File: src/rtl/aip_pkg.sv
// shared constants, types and register map of the amplifier interrupt and pin status block
// assumes a single 40 MHz system clock and a byte-wide register port in front of it

package aip_pkg;

    // ------------------------------------------------------------------
    // sizes and clock
    // ------------------------------------------------------------------
    localparam int unsigned DATA_W   = 8;
    localparam int unsigned CH_CNT   = 6;
    localparam int unsigned PIN_CNT  = 7;
    localparam int unsigned PIRQ_CNT = 4;
    localparam int unsigned CLK_HZ   = 40_000_000;

    // ------------------------------------------------------------------
    // register offsets
    // ------------------------------------------------------------------
    localparam logic [7:0] OFS_IRQ_MODE_CTRL   = 8'h28;
    localparam logic [7:0] OFS_IRQ_SOURCE_MASK = 8'h29;
    localparam logic [7:0] OFS_IRQ_EVENT_FLAGS = 8'h2a;
    localparam logic [7:0] OFS_CHANNEL_CLIP    = 8'h2b;
    localparam logic [7:0] OFS_PIN_DIRECTION   = 8'h2c;
    localparam logic [7:0] OFS_PIN_POL_TYPE    = 8'h2d;
    localparam logic [7:0] OFS_PIN_TRIGGER     = 8'h2e;
    localparam logic [7:0] OFS_PIN_STATE       = 8'h2f;
    localparam logic [7:0] OFS_PIN_IRQ_MASK    = 8'h30;

    // ------------------------------------------------------------------
    // field positions
    // ------------------------------------------------------------------
    localparam int unsigned STYLE_LSB      = 6;
    localparam int unsigned CLIP_TRIG_BIT  = 0;
    localparam int unsigned FLAG_UNLOCK    = 7;
    localparam int unsigned FLAG_LOCK      = 6;
    localparam int unsigned FLAG_RAMP_UP   = 5;
    localparam int unsigned FLAG_RAMP_DOWN = 4;
    localparam int unsigned FLAG_MUTE      = 3;
    localparam int unsigned FLAG_CLIP      = 2;
    localparam int unsigned FLAG_PIN       = 1;

    // ------------------------------------------------------------------
    // writable bits and reset values
    // ------------------------------------------------------------------
    localparam logic [7:0] WR_MODE_BITS  = 8'hc1;
    localparam logic [7:0] WR_MASK_BITS  = 8'hfc;
    localparam logic [7:0] WR_PIN_BITS   = 8'h7f;
    localparam logic [7:0] WR_PMASK_BITS = 8'h0f;
    localparam logic [7:0] RST_MODE      = 8'h00;
    localparam logic [7:0] RST_MASK      = 8'h00;
    localparam logic [7:0] RST_DIR       = 8'h00;
    localparam logic [7:0] RST_POL       = 8'h7f;
    localparam logic [7:0] RST_TRIG      = 8'h00;
    localparam logic [7:0] RST_PMASK     = 8'h00;

    // ------------------------------------------------------------------
    // types
    // ------------------------------------------------------------------
    typedef enum logic [1:0] {
        AIP_STYLE_HIGH = 2'b00,
        AIP_STYLE_LOW  = 2'b01,
        AIP_STYLE_OD   = 2'b10,
        AIP_STYLE_RSVD = 2'b11
    } aip_style_e;

    typedef struct packed {
        logic unlock;
        logic lock;
        logic ramp_up;
        logic ramp_down;
        logic mute_done;
    } aip_events_s;

    typedef struct packed {
        logic       rd;
        logic       wr;
        logic [7:0] addr;
        logic [7:0] wdata;
    } aip_reg_req_s;

    typedef struct packed {
        logic prev_act;
        logic sticky;
        logic out_val;
        logic drv;
        logic oe;
    } aip_pin_state_s;

    typedef struct packed {
        logic [7:0]        mode;
        logic [7:0]        mask;
        logic [7:0]        dir;
        logic [7:0]        pol;
        logic [7:0]        trig;
        logic [7:0]        pmask;
        aip_events_s       flags;
        logic [CH_CNT-1:0] clip;
        logic [7:0]        rdata;
        logic              irq_drv;
        logic              irq_oe;
    } aip_state_s;

    localparam aip_pin_state_s PIN_RST = '{default: 1'b0};

endpackage

File: src/rtl/aip_irq_ctrl.sv
// interrupt aggregation, clipping status and pin control registers of the amplifier
// assumes one-cycle register read/write strobes from the control port decoder,
// event pulses from the rate converter and volume logic, and clip levels per channel

module aip_irq_ctrl
    import aip_pkg::*;
(
    // clock and reset
    input  wire logic               clock_in,
    input  wire logic               nrst_in,
    input  wire logic               ce_in,
    // register port
    input  aip_reg_req_s            req_in,
    output logic [DATA_W-1:0]       rdata_out,
    // event sources
    input  aip_events_s             events_in,
    input  wire logic [CH_CNT-1:0]  clip_in,
    // general-purpose pins
    input  wire logic [PIN_CNT-1:0] pin_in,
    output logic [PIN_CNT-1:0]      pin_out,
    output logic [PIN_CNT-1:0]      pin_oe_out,
    // interrupt pin
    output logic                    irq_out,
    output logic                    irq_oe_out
);

    // ------------------------------------------------------------------
    // decode helper
    // ------------------------------------------------------------------
    function automatic logic hit(input logic stb, input logic [7:0] a,
                                 input logic [7:0] ofs);
        return stb && (a == ofs);
    endfunction

    // ------------------------------------------------------------------
    // state
    // ------------------------------------------------------------------
    aip_state_s           state_reg;
    aip_state_s           state_next;
    logic [PIN_CNT-1:0]   pin_stat;
    logic                 rd_flags;
    logic                 rd_clip;
    logic                 rd_pins;
    logic                 wr_pins;
    logic                 clip_sum;
    logic                 pin_sum;
    logic [7:0]           flags_view;
    logic [7:0]           irq_enable;
    logic                 irq_active;
    logic [CH_CNT-1:0]    clip_clr;
    aip_style_e           style;

    localparam aip_state_s STATE_RST = '{
        mode:    RST_MODE,
        mask:    RST_MASK,
        dir:     RST_DIR,
        pol:     RST_POL,
        trig:    RST_TRIG,
        pmask:   RST_PMASK,
        flags:   '{default: 1'b0},
        clip:    '0,
        rdata:   8'h00,
        irq_drv: 1'b0,
        irq_oe:  1'b0
    };

    assign rd_flags = hit(req_in.rd, req_in.addr, OFS_IRQ_EVENT_FLAGS);
    assign rd_clip  = hit(req_in.rd, req_in.addr, OFS_CHANNEL_CLIP);
    assign rd_pins  = hit(req_in.rd, req_in.addr, OFS_PIN_STATE);
    assign wr_pins  = hit(req_in.wr, req_in.addr, OFS_PIN_STATE);

    // ------------------------------------------------------------------
    // pins
    // ------------------------------------------------------------------
    genvar gi;
    generate
        for (gi = 0; gi < PIN_CNT; gi++) begin : g_pin
            aip_pin_cell u_pin (
                .clock_in    (clock_in),
                .nrst_in     (nrst_in),
                .ce_in       (ce_in),
                .dir_in      (state_reg.dir[gi]),
                .pol_type_in (state_reg.pol[gi]),
                .edge_sel_in (state_reg.trig[gi]),
                .wr_stb_in   (wr_pins),
                .wr_val_in   (req_in.wdata[gi]),
                .rd_clr_in   (rd_pins),
                .pin_in      (pin_in[gi]),
                .status_out  (pin_stat[gi]),
                .pin_out     (pin_out[gi]),
                .pin_oe_out  (pin_oe_out[gi])
            );
        end
    endgenerate

    // ------------------------------------------------------------------
    // summaries and interrupt level
    // ------------------------------------------------------------------
    always_comb begin
        clip_sum   = |state_reg.clip;
        // output pins never raise the pin summary
        pin_sum    = |(pin_stat[PIRQ_CNT-1:0] & state_reg.pmask[PIRQ_CNT-1:0]
                       & ~state_reg.dir[PIRQ_CNT-1:0]);
        flags_view = {state_reg.flags, clip_sum, pin_sum, 1'b0};
        irq_enable = {state_reg.mask[7:2], 1'b1, 1'b0};
        irq_active = |(flags_view & irq_enable);
        style      = aip_style_e'(state_reg.mode[STYLE_LSB +: 2]);
    end

    // ------------------------------------------------------------------
    // next state
    // ------------------------------------------------------------------
    always_comb begin
        state_next = state_reg;

        // configuration writes
        if (hit(req_in.wr, req_in.addr, OFS_IRQ_MODE_CTRL)) begin
            state_next.mode = req_in.wdata & WR_MODE_BITS;
        end
        if (hit(req_in.wr, req_in.addr, OFS_IRQ_SOURCE_MASK)) begin
            state_next.mask = req_in.wdata & WR_MASK_BITS;
        end
        if (hit(req_in.wr, req_in.addr, OFS_PIN_DIRECTION)) begin
            state_next.dir = req_in.wdata & WR_PIN_BITS;
        end
        if (hit(req_in.wr, req_in.addr, OFS_PIN_POL_TYPE)) begin
            state_next.pol = req_in.wdata & WR_PIN_BITS;
        end
        if (hit(req_in.wr, req_in.addr, OFS_PIN_TRIGGER)) begin
            state_next.trig = req_in.wdata & WR_PIN_BITS;
        end
        if (hit(req_in.wr, req_in.addr, OFS_PIN_IRQ_MASK)) begin
            state_next.pmask = req_in.wdata & WR_PMASK_BITS;
        end

        // edge flags: read clears, a same-cycle event still sets
        if (rd_flags) begin
            state_next.flags = '{default: 1'b0};
        end
        if (events_in.unlock) begin
            // unlock beats a simultaneous lock: the loss is the safer report
            state_next.flags.unlock = 1'b1;
            state_next.flags.lock   = 1'b0;
        end else if (events_in.lock) begin
            state_next.flags.lock   = 1'b1;
            state_next.flags.unlock = 1'b0;
        end
        state_next.flags.ramp_up   = state_next.flags.ramp_up   | events_in.ramp_up;
        state_next.flags.ramp_down = state_next.flags.ramp_down | events_in.ramp_down;
        state_next.flags.mute_done = state_next.flags.mute_done | events_in.mute_done;

        // clip bits: mask plays no part; level type keeps a bit while clipping
        if (!rd_clip) begin
            clip_clr = '0;
        end else if (state_reg.mode[CLIP_TRIG_BIT]) begin
            clip_clr = '1;
        end else begin
            clip_clr = ~clip_in;
        end
        state_next.clip = (state_reg.clip & ~clip_clr) | clip_in;

        // read data, captured before any clear takes effect
        state_next.rdata = 8'h00;
        if (req_in.rd) begin
            case (req_in.addr)
                OFS_IRQ_MODE_CTRL:   state_next.rdata = state_reg.mode;
                OFS_IRQ_SOURCE_MASK: state_next.rdata = state_reg.mask;
                OFS_IRQ_EVENT_FLAGS: state_next.rdata = flags_view;
                OFS_CHANNEL_CLIP:    state_next.rdata = {2'b00, state_reg.clip};
                OFS_PIN_DIRECTION:   state_next.rdata = state_reg.dir;
                OFS_PIN_POL_TYPE:    state_next.rdata = state_reg.pol;
                OFS_PIN_TRIGGER:     state_next.rdata = state_reg.trig;
                OFS_PIN_STATE:       state_next.rdata = {1'b0, pin_stat};
                OFS_PIN_IRQ_MASK:    state_next.rdata = state_reg.pmask;
                default:             state_next.rdata = 8'h00;
            endcase
        end

        // interrupt pin drive per style; reserved style releases the pin
        case (style)
            AIP_STYLE_HIGH: begin
                state_next.irq_drv = irq_active;
                state_next.irq_oe  = 1'b1;
            end
            AIP_STYLE_LOW: begin
                state_next.irq_drv = ~irq_active;
                state_next.irq_oe  = 1'b1;
            end
            AIP_STYLE_OD: begin
                state_next.irq_drv = 1'b0;
                state_next.irq_oe  = irq_active;
            end
            default: begin
                state_next.irq_drv = 1'b0;
                state_next.irq_oe  = 1'b0;
            end
        endcase
    end

    always_ff @(posedge clock_in) begin
        if (!nrst_in) begin
            state_reg <= STATE_RST;
        end else if (ce_in) begin
            state_reg <= state_next;
        end
    end

    // ------------------------------------------------------------------
    // outputs
    // ------------------------------------------------------------------
    assign rdata_out  = state_reg.rdata;
    assign irq_out    = state_reg.irq_drv;
    assign irq_oe_out = state_reg.irq_oe;

endmodule

File: src/rtl/aip_pin_cell.sv
// one general-purpose pin: input status capture and output drive
// assumes the pad input is synchronous to clock_in

module aip_pin_cell
    import aip_pkg::*;
(
    // clock and reset
    input  wire logic clock_in,
    input  wire logic nrst_in,
    input  wire logic ce_in,
    // configuration
    input  wire logic dir_in,
    input  wire logic pol_type_in,
    input  wire logic edge_sel_in,
    // register strobes
    input  wire logic wr_stb_in,
    input  wire logic wr_val_in,
    input  wire logic rd_clr_in,
    // pad
    input  wire logic pin_in,
    output logic      status_out,
    output logic      pin_out,
    output logic      pin_oe_out
);

    // ------------------------------------------------------------------
    // state
    // ------------------------------------------------------------------
    aip_pin_state_s state_reg;
    aip_pin_state_s state_next;
    logic           act;

    // ------------------------------------------------------------------
    // next state
    // ------------------------------------------------------------------
    always_comb begin
        state_next = state_reg;
        act        = pol_type_in ? pin_in : ~pin_in;
        state_next.prev_act = act;
        if (wr_stb_in) begin
            state_next.out_val = wr_val_in;
        end
        // a new edge in the read cycle survives the clear
        if (dir_in || !edge_sel_in) begin
            state_next.sticky = 1'b0;
        end else begin
            state_next.sticky = (state_reg.sticky & ~rd_clr_in)
                              | (act & ~state_reg.prev_act);
        end
        if (dir_in && pol_type_in) begin
            // open drain: only pull low
            state_next.drv = 1'b0;
            state_next.oe  = ~state_next.out_val;
        end else begin
            state_next.drv = state_next.out_val;
            state_next.oe  = dir_in;
        end
    end

    always_ff @(posedge clock_in) begin
        if (!nrst_in) begin
            state_reg <= PIN_RST;
        end else if (ce_in) begin
            state_reg <= state_next;
        end
    end

    // ------------------------------------------------------------------
    // outputs
    // ------------------------------------------------------------------
    always_comb begin
        if (dir_in) begin
            status_out = state_reg.out_val;
        end else if (edge_sel_in) begin
            status_out = state_reg.sticky;
        end else begin
            // level pins show the live active level, never latched
            status_out = pol_type_in ? pin_in : ~pin_in;
        end
    end

    assign pin_out    = state_reg.drv;
    assign pin_oe_out = state_reg.oe;

endmodule

File: config.mk
export PLATFORM = sky130hd
export DESIGN_NAME = aip_irq_ctrl
export DESIGN_NICKNAME = d
export VERILOG_FILES = /design/src/rtl/aip_pkg.sv /design/src/rtl/aip_irq_ctrl.sv /design/src/rtl/aip_pin_cell.sv
export SDC_FILE = /design/constraint.sdc
export NUM_CORES = 1
export LEC_CHECK = 0
export CORE_ASPECT_RATIO = 1.2
export CORE_MARGIN = 2
export CORE_UTILIZATION = 42
export DETAILED_ROUTE_END_ITERATION = 10
export DONT_BUFFER_PORTS = 1
export GPL_TIMING_DRIVEN = 0
export PLACE_DENSITY = 0.66
export SLEW_MARGIN = 0
export SYNTH_ARGS = -nofsm -noshare
export SYNTH_HDL_FRONTEND = slang
export SYNTH_SLANG_ARGS = --single-unit
File: constraint.sdc
create_clock -name clock_in -period 1.69 [get_ports clock_in]
set_input_delay 0.0845 -clock clock_in [delete_from_list [all_inputs] [get_ports clock_in]]
set_output_delay 0.0845 -clock clock_in [all_outputs]
set_load 0.05 [all_outputs]
; Yosys cells after proc, flatten, opt, wreduce, memory -nomap -nowiden
; Cells that the tools add are included.
[op_classes]
eq_ne = 11
mux = 50
bitwise_logic = 55
reduce_logical = 43
[ops]
columns = cell, count
row1 = $eq A8 B6 Y1 const B, 9
row2 = $pmux W8 S9, 1
row3 = $mux W1, 35
row4 = $not A1 Y1, 23
row5 = $mux W2, 9
row6 = $logic_and A1 B1 Y1, 17
row7 = $and A1 B1 Y1, 14
row8 = $reduce_and A2 Y1, 7
row9 = $mux W6, 2
row10 = $not A6 Y6, 2
row11 = $or A1 B1 Y1, 10
row12 = $and A4 B4 Y4, 2
row13 = $and A8 B8 Y8, 1
row14 = $mux W8, 1
row15 = $reduce_or A8 Y1, 1
row16 = $logic_not A1 Y1, 7
row17 = $logic_or A1 B1 Y1, 7
row18 = $and A6 B6 Y6, 1
row19 = $or A6 B6 Y6, 1
row20 = $pmux W2 S3, 1
row21 = $reduce_or A6 Y1, 1
row22 = $mux W5, 1
row23 = $not A4 Y4, 1
row24 = $reduce_or A4 Y1, 1
row25 = other kinds (4), 4
[totals]
regBits = 90
in_bits = 39
output_inout_bits = 24
word_cells = 209

; Logic depth before layout (Yosys ltp)
[logic_depth]
word_depth = 11
mapped_depth = 7
depth_no_buf = 5

; Modules after synthesis
; A second synthesis with hierarchy kept.
[unflattened]
hier_cells = 476
area_unflattened_um2 = 4524.3
[by_module_without_submodules]
columns = module, n_inst, cells_each, area_per_inst_um2, seq_area_each_um2
row1 = aip_irq_ctrl, 1, 294, 2755.1, 1101.1
row2 = aip_pin_cell, 7, 26, 252.7, 100.1

; Worst setup path after synthesis
; Ideal clock, no wire load.
[synth_timing]
kind = input -> register
start = input port req_in[15] in the netlist's numbering
end = register state_reg[37] in the netlist's numbering
setup_ps = 130
t_arrival_ps = 1707
t_required_ps = 1560
path_slack_ps = -147
path_stages = 6
n_path_buf = 1
cell_sequence = or3b_4 -> or4_4 -> buf_6 -> nor3_4 -> mux2i_1 -> nand2_1
[synth_via]
elab_chain_cells = 3
[synth_rtl]
columns = element, line
row1 = "start, declared", aip_irq_ctrl.sv:13  ; input aip_reg_req_s req_in,
row2 = $eq A8 B6 Y1, aip_irq_ctrl.sv:32  ; return stb && (a == ofs);
row3 = $logic_and A1 B1 Y1, aip_irq_ctrl.sv:32
row4 = $reduce_and A2 Y1 (no line), n/a
row5 = "end signal, assigned", aip_irq_ctrl.sv:204  ; state_reg <= state_next;
row6 = "end, declared", aip_irq_ctrl.sv:38  ; aip_state_s state_reg;
; Every way passes these cells.
; A chain may end at the register's enable or synchronous reset.

; Worst setup path after layout
[layout_timing]
start = input port req_in[15] in the netlist's numbering
end = register state_reg (netlist bit rdata_out[2])
[layout_via]
elab_chain_cells = 3
elab_cells_between_ends = 11
cone_classes = eq/ne (9) / mux (2)
[layout_rtl]
columns = element, line
row1 = $eq A8 B6 Y1, aip_irq_ctrl.sv:165  ; case (req_in.addr)
row2 = $pmux W8 S9 *, aip_irq_ctrl.sv:165
row3 = $mux W8 *, aip_irq_ctrl.sv:164  ; if (req_in.rd) begin
; Mark *: on every way between the ends. The rest lies on a longest branch, timed or not.

==> run_results.csv <==
group,metric,value,unit
timing,hold_slack,0.0346,ns
clocking,cts_tree,"built",
timing,relSlewSlack,36.1,%
timing,setup_viol,0,
routing,ant_nets,0,
finish,areaGrowthSynthToFinish,20.1,%
routing,viasPerCell,6.16,
place,hpwl,11.0,mm
logic_synthesis,yosysSeqAreaShare,39.2,%
place,gp_congestion,0.966,
global_routing,grt_pass1_wl,23.7,mm
logic_synthesis,synth_compound_area_share,18.5,%
clocking,clock_path_buffers,2,
global_routing,grt_overflow,0,
logic_synthesis,syn-instance-count,539,
logic_synthesis,yosys_warnings,0,
logic_synthesis,avgSynthCellArea,8.53,µm²
die,die_h,119,µm
worst_setup_path,cp.arrival,1.96,ns
logic_synthesis,synthMuxAreaShare,11.9,%
worst_setup_path,cp-start-kind,"primary input",
timing,report.final.slew_viol_count,0,
finish,mostFrequentLayoutCell,"dfxtp_1",
timing,finalClockSkew,0.00877,ns
global_routing,grt_max_degree,15,
place,port_buffers,0,
place,post_dp_cell_area,0.00476,mm²
finish,drive_above_1_share,15.2,%
finish,stdcell_count,714,
logic_synthesis,synth_fp_nets,578,
logic_synthesis,ys_types,54,
finish,final_area,0.00552,mm²
timing,worst_pin_slew,0.945,ns
global_routing,grt_usage,26.3,%
logic_synthesis,syn_area,0.00460,mm²
clocking,cts_buffers,9,
worst_setup_path,criticalPathCategory,"in2reg",
logic_synthesis,synth_area_leaders,"dfxtp_1 39%, mux2i_1 10%, nand2_1 5.0%",
timing,worst_slack,0.00854,ns
global_routing,first_global_vias,4256,
power_and_ir_drop,p_leak,2.07,nW
logic_synthesis,yosys_register_bits,90,
logic_synthesis,yosysTopAreaCell,"dfxtp_1",
worst_setup_path,critPathRequiredTime,1.97,ns
die,io_pins,63,
timing,hold_viol_final,0,
die,die-area,0.0118,mm²
finish,nets,620,
power_and_ir_drop,vdd_drop_max,0.524,mV
timing,rsz0062_at_grt,"true",
clocking,clock_sinks,90,
routing,drtIter0Drc,475,
logic_synthesis,synth-xor-area-share,1.33,%
clocking,htreeDepth,3,
die,core,0.0106,mm²
finish,num_antenna_cells,0,
place,placed_cells,668,
clocking,clk_pin_slew_worst_paths,0.06,ns
timing,post-route-period-util,99.5,%
logic_synthesis,synth_top_family_by_area,"simple AND/OR/NAND/NOR gates",
run_status,status,"finished, final reports clean",
routing,wire_per_inst,21.8,µm
logic_synthesis,synth_edf_count,0,
routing,post-route-drc-count,0,
worst_setup_path,worst-path-max-fanout,10,
routing,wl,15.5,mm
run,drv_cap,0,
finish,layout_common_cells,"79 x dfxtp_1, 61 x nand2_1, 48 x mux2i_1",
die,initial_core_util,43.5,%
timing,fin_crit,1.68,ns
place,place_ws,-0.653,ns
worst_setup_path,critPathCaptureType,"flip-flop",
logic_synthesis,synthArstFlopShare,0,%
die,die_x,99.5,µm
routing,vias,4399,
finish,largest_reg_flops,34,
logic_synthesis,yosys_most_used_dff,"dfxtp_1",
global_routing,grt_antenna_before_repair,0,
die,num_rows,41,
finish,nFillCells,980,
timing,max_freq,595,MHz
clocking,clock_latency,0.35,ns
logic_synthesis,yosys.area_share.simple,21.1,%
logic_synthesis,yosys.area_share.adder,0,%
clocking,cts-root-buf,"clkbuf_16",
worst_hold_path,hold_class,"in2reg",
logic_synthesis,synth_top_area_share,39.2,%
routing,drt_first_pass_iters,5,
power_and_ir_drop,pwr_density_cell,937,mW/mm²
timing,final.setup.tns,0,ns
-- cell usage after synthesis (10+ instances only) --
library cell   n
nor2_1        46
a21oi_1       25
nand3_1       30
a22oi_1       13
nand4_1       10
nand2_1       61
nor2b_1       20
o21ai_0       24
dfxtp_1       90
mux2i_1       48
clkbuf_1      22
inv_1         17
buf_4         22
-- area by class of cell --
class | instances | area [µm²] | share of cell area, %
Multi-Input combinational cell | 380 | 2480 | 45.0
Sequential cell | 90 | 1820 | 33.0
Buffer | 52 | 307 | 5.55
Timing Repair Buffer | 31 | 293 | 5.30
Clock buffer | 10 | 239 | 4.33
Tap cell | 129 | 161 | 2.92
Clock inverter | 5 | 150 | 2.72
Inverter | 17 | 63.8 | 1.16
-- power breakdown --
part           leakage [nW]  switching [mW]  internal (mW)
logic                  1.15           0.249          0.132
clock network         0.189           0.832           1.78
registers             0.731          0.0326           2.15
-- final timing paths --
| check | slack (ns) | depth (start not counted) | endpoint | from |
|---|---|---|---|---|
| setup / recovery | 0.009 | 6 | rdata_out[2] | req_in[15] |
| hold reg to reg | 0.43 | 1 | g_pin[2].u_pin.state_reg[3] | g_pin[2].u_pin.state_reg[4] |
| hold / removal | 0.03 | 2 | g_pin[6].u_pin.state_reg[3] | nrst_in |
| setup reg to reg | 0.03 | 5 | irq_out | flags_view[3] |
-- per-layer routing --
metal,GRT usage (%),vias up,wire [µm]
met1,33.0,2092,6100
met2,41.3,253,7340
met3,6.80,47,1450
li1,-,2007,-
met4,13.6,0,651
met5,0,-,0
-- critical path, cell delays in order --
cell	delay (ns)
or3b_4	0.41
buf_6	0.17
nor4bb_1	0.81
a221o_1	0.27
a221oi_1	0.05
nor2_1	0.16
-- per-stage QoR --
step           utilization [%]  power (mW)
2_1_floorplan                -        2.44
3_3_place_gp              45.0        2.53
3_5_place_dp              45.0        2.53
4_1_cts                   51.1        5.16
5_1_grt                   52.2        5.29
6_report                  52.2        5.17
-- kinds of logic (layout without fill, tap and decap cells) --
group / Yosys count / after routing
xor gates and xnor gates: 7 / 7
and+or+nand+nor: 196 / 196
AOI/OAI and AO/OA: 124 / 124
muxes: 53 / 53
buffers and inverters: 69 / 115
DFF: 90 / 90
-- repair_timing --
item	4_1_cts	5_1_grt
hold buffers	19	0
gates resized for setup	11	17
setup endpoints to repair	26	41
buffers inserted	3	9
endpoints found under the hold margin	52	0
pin swaps	4	10
Power figures use the tool's default switching activity.
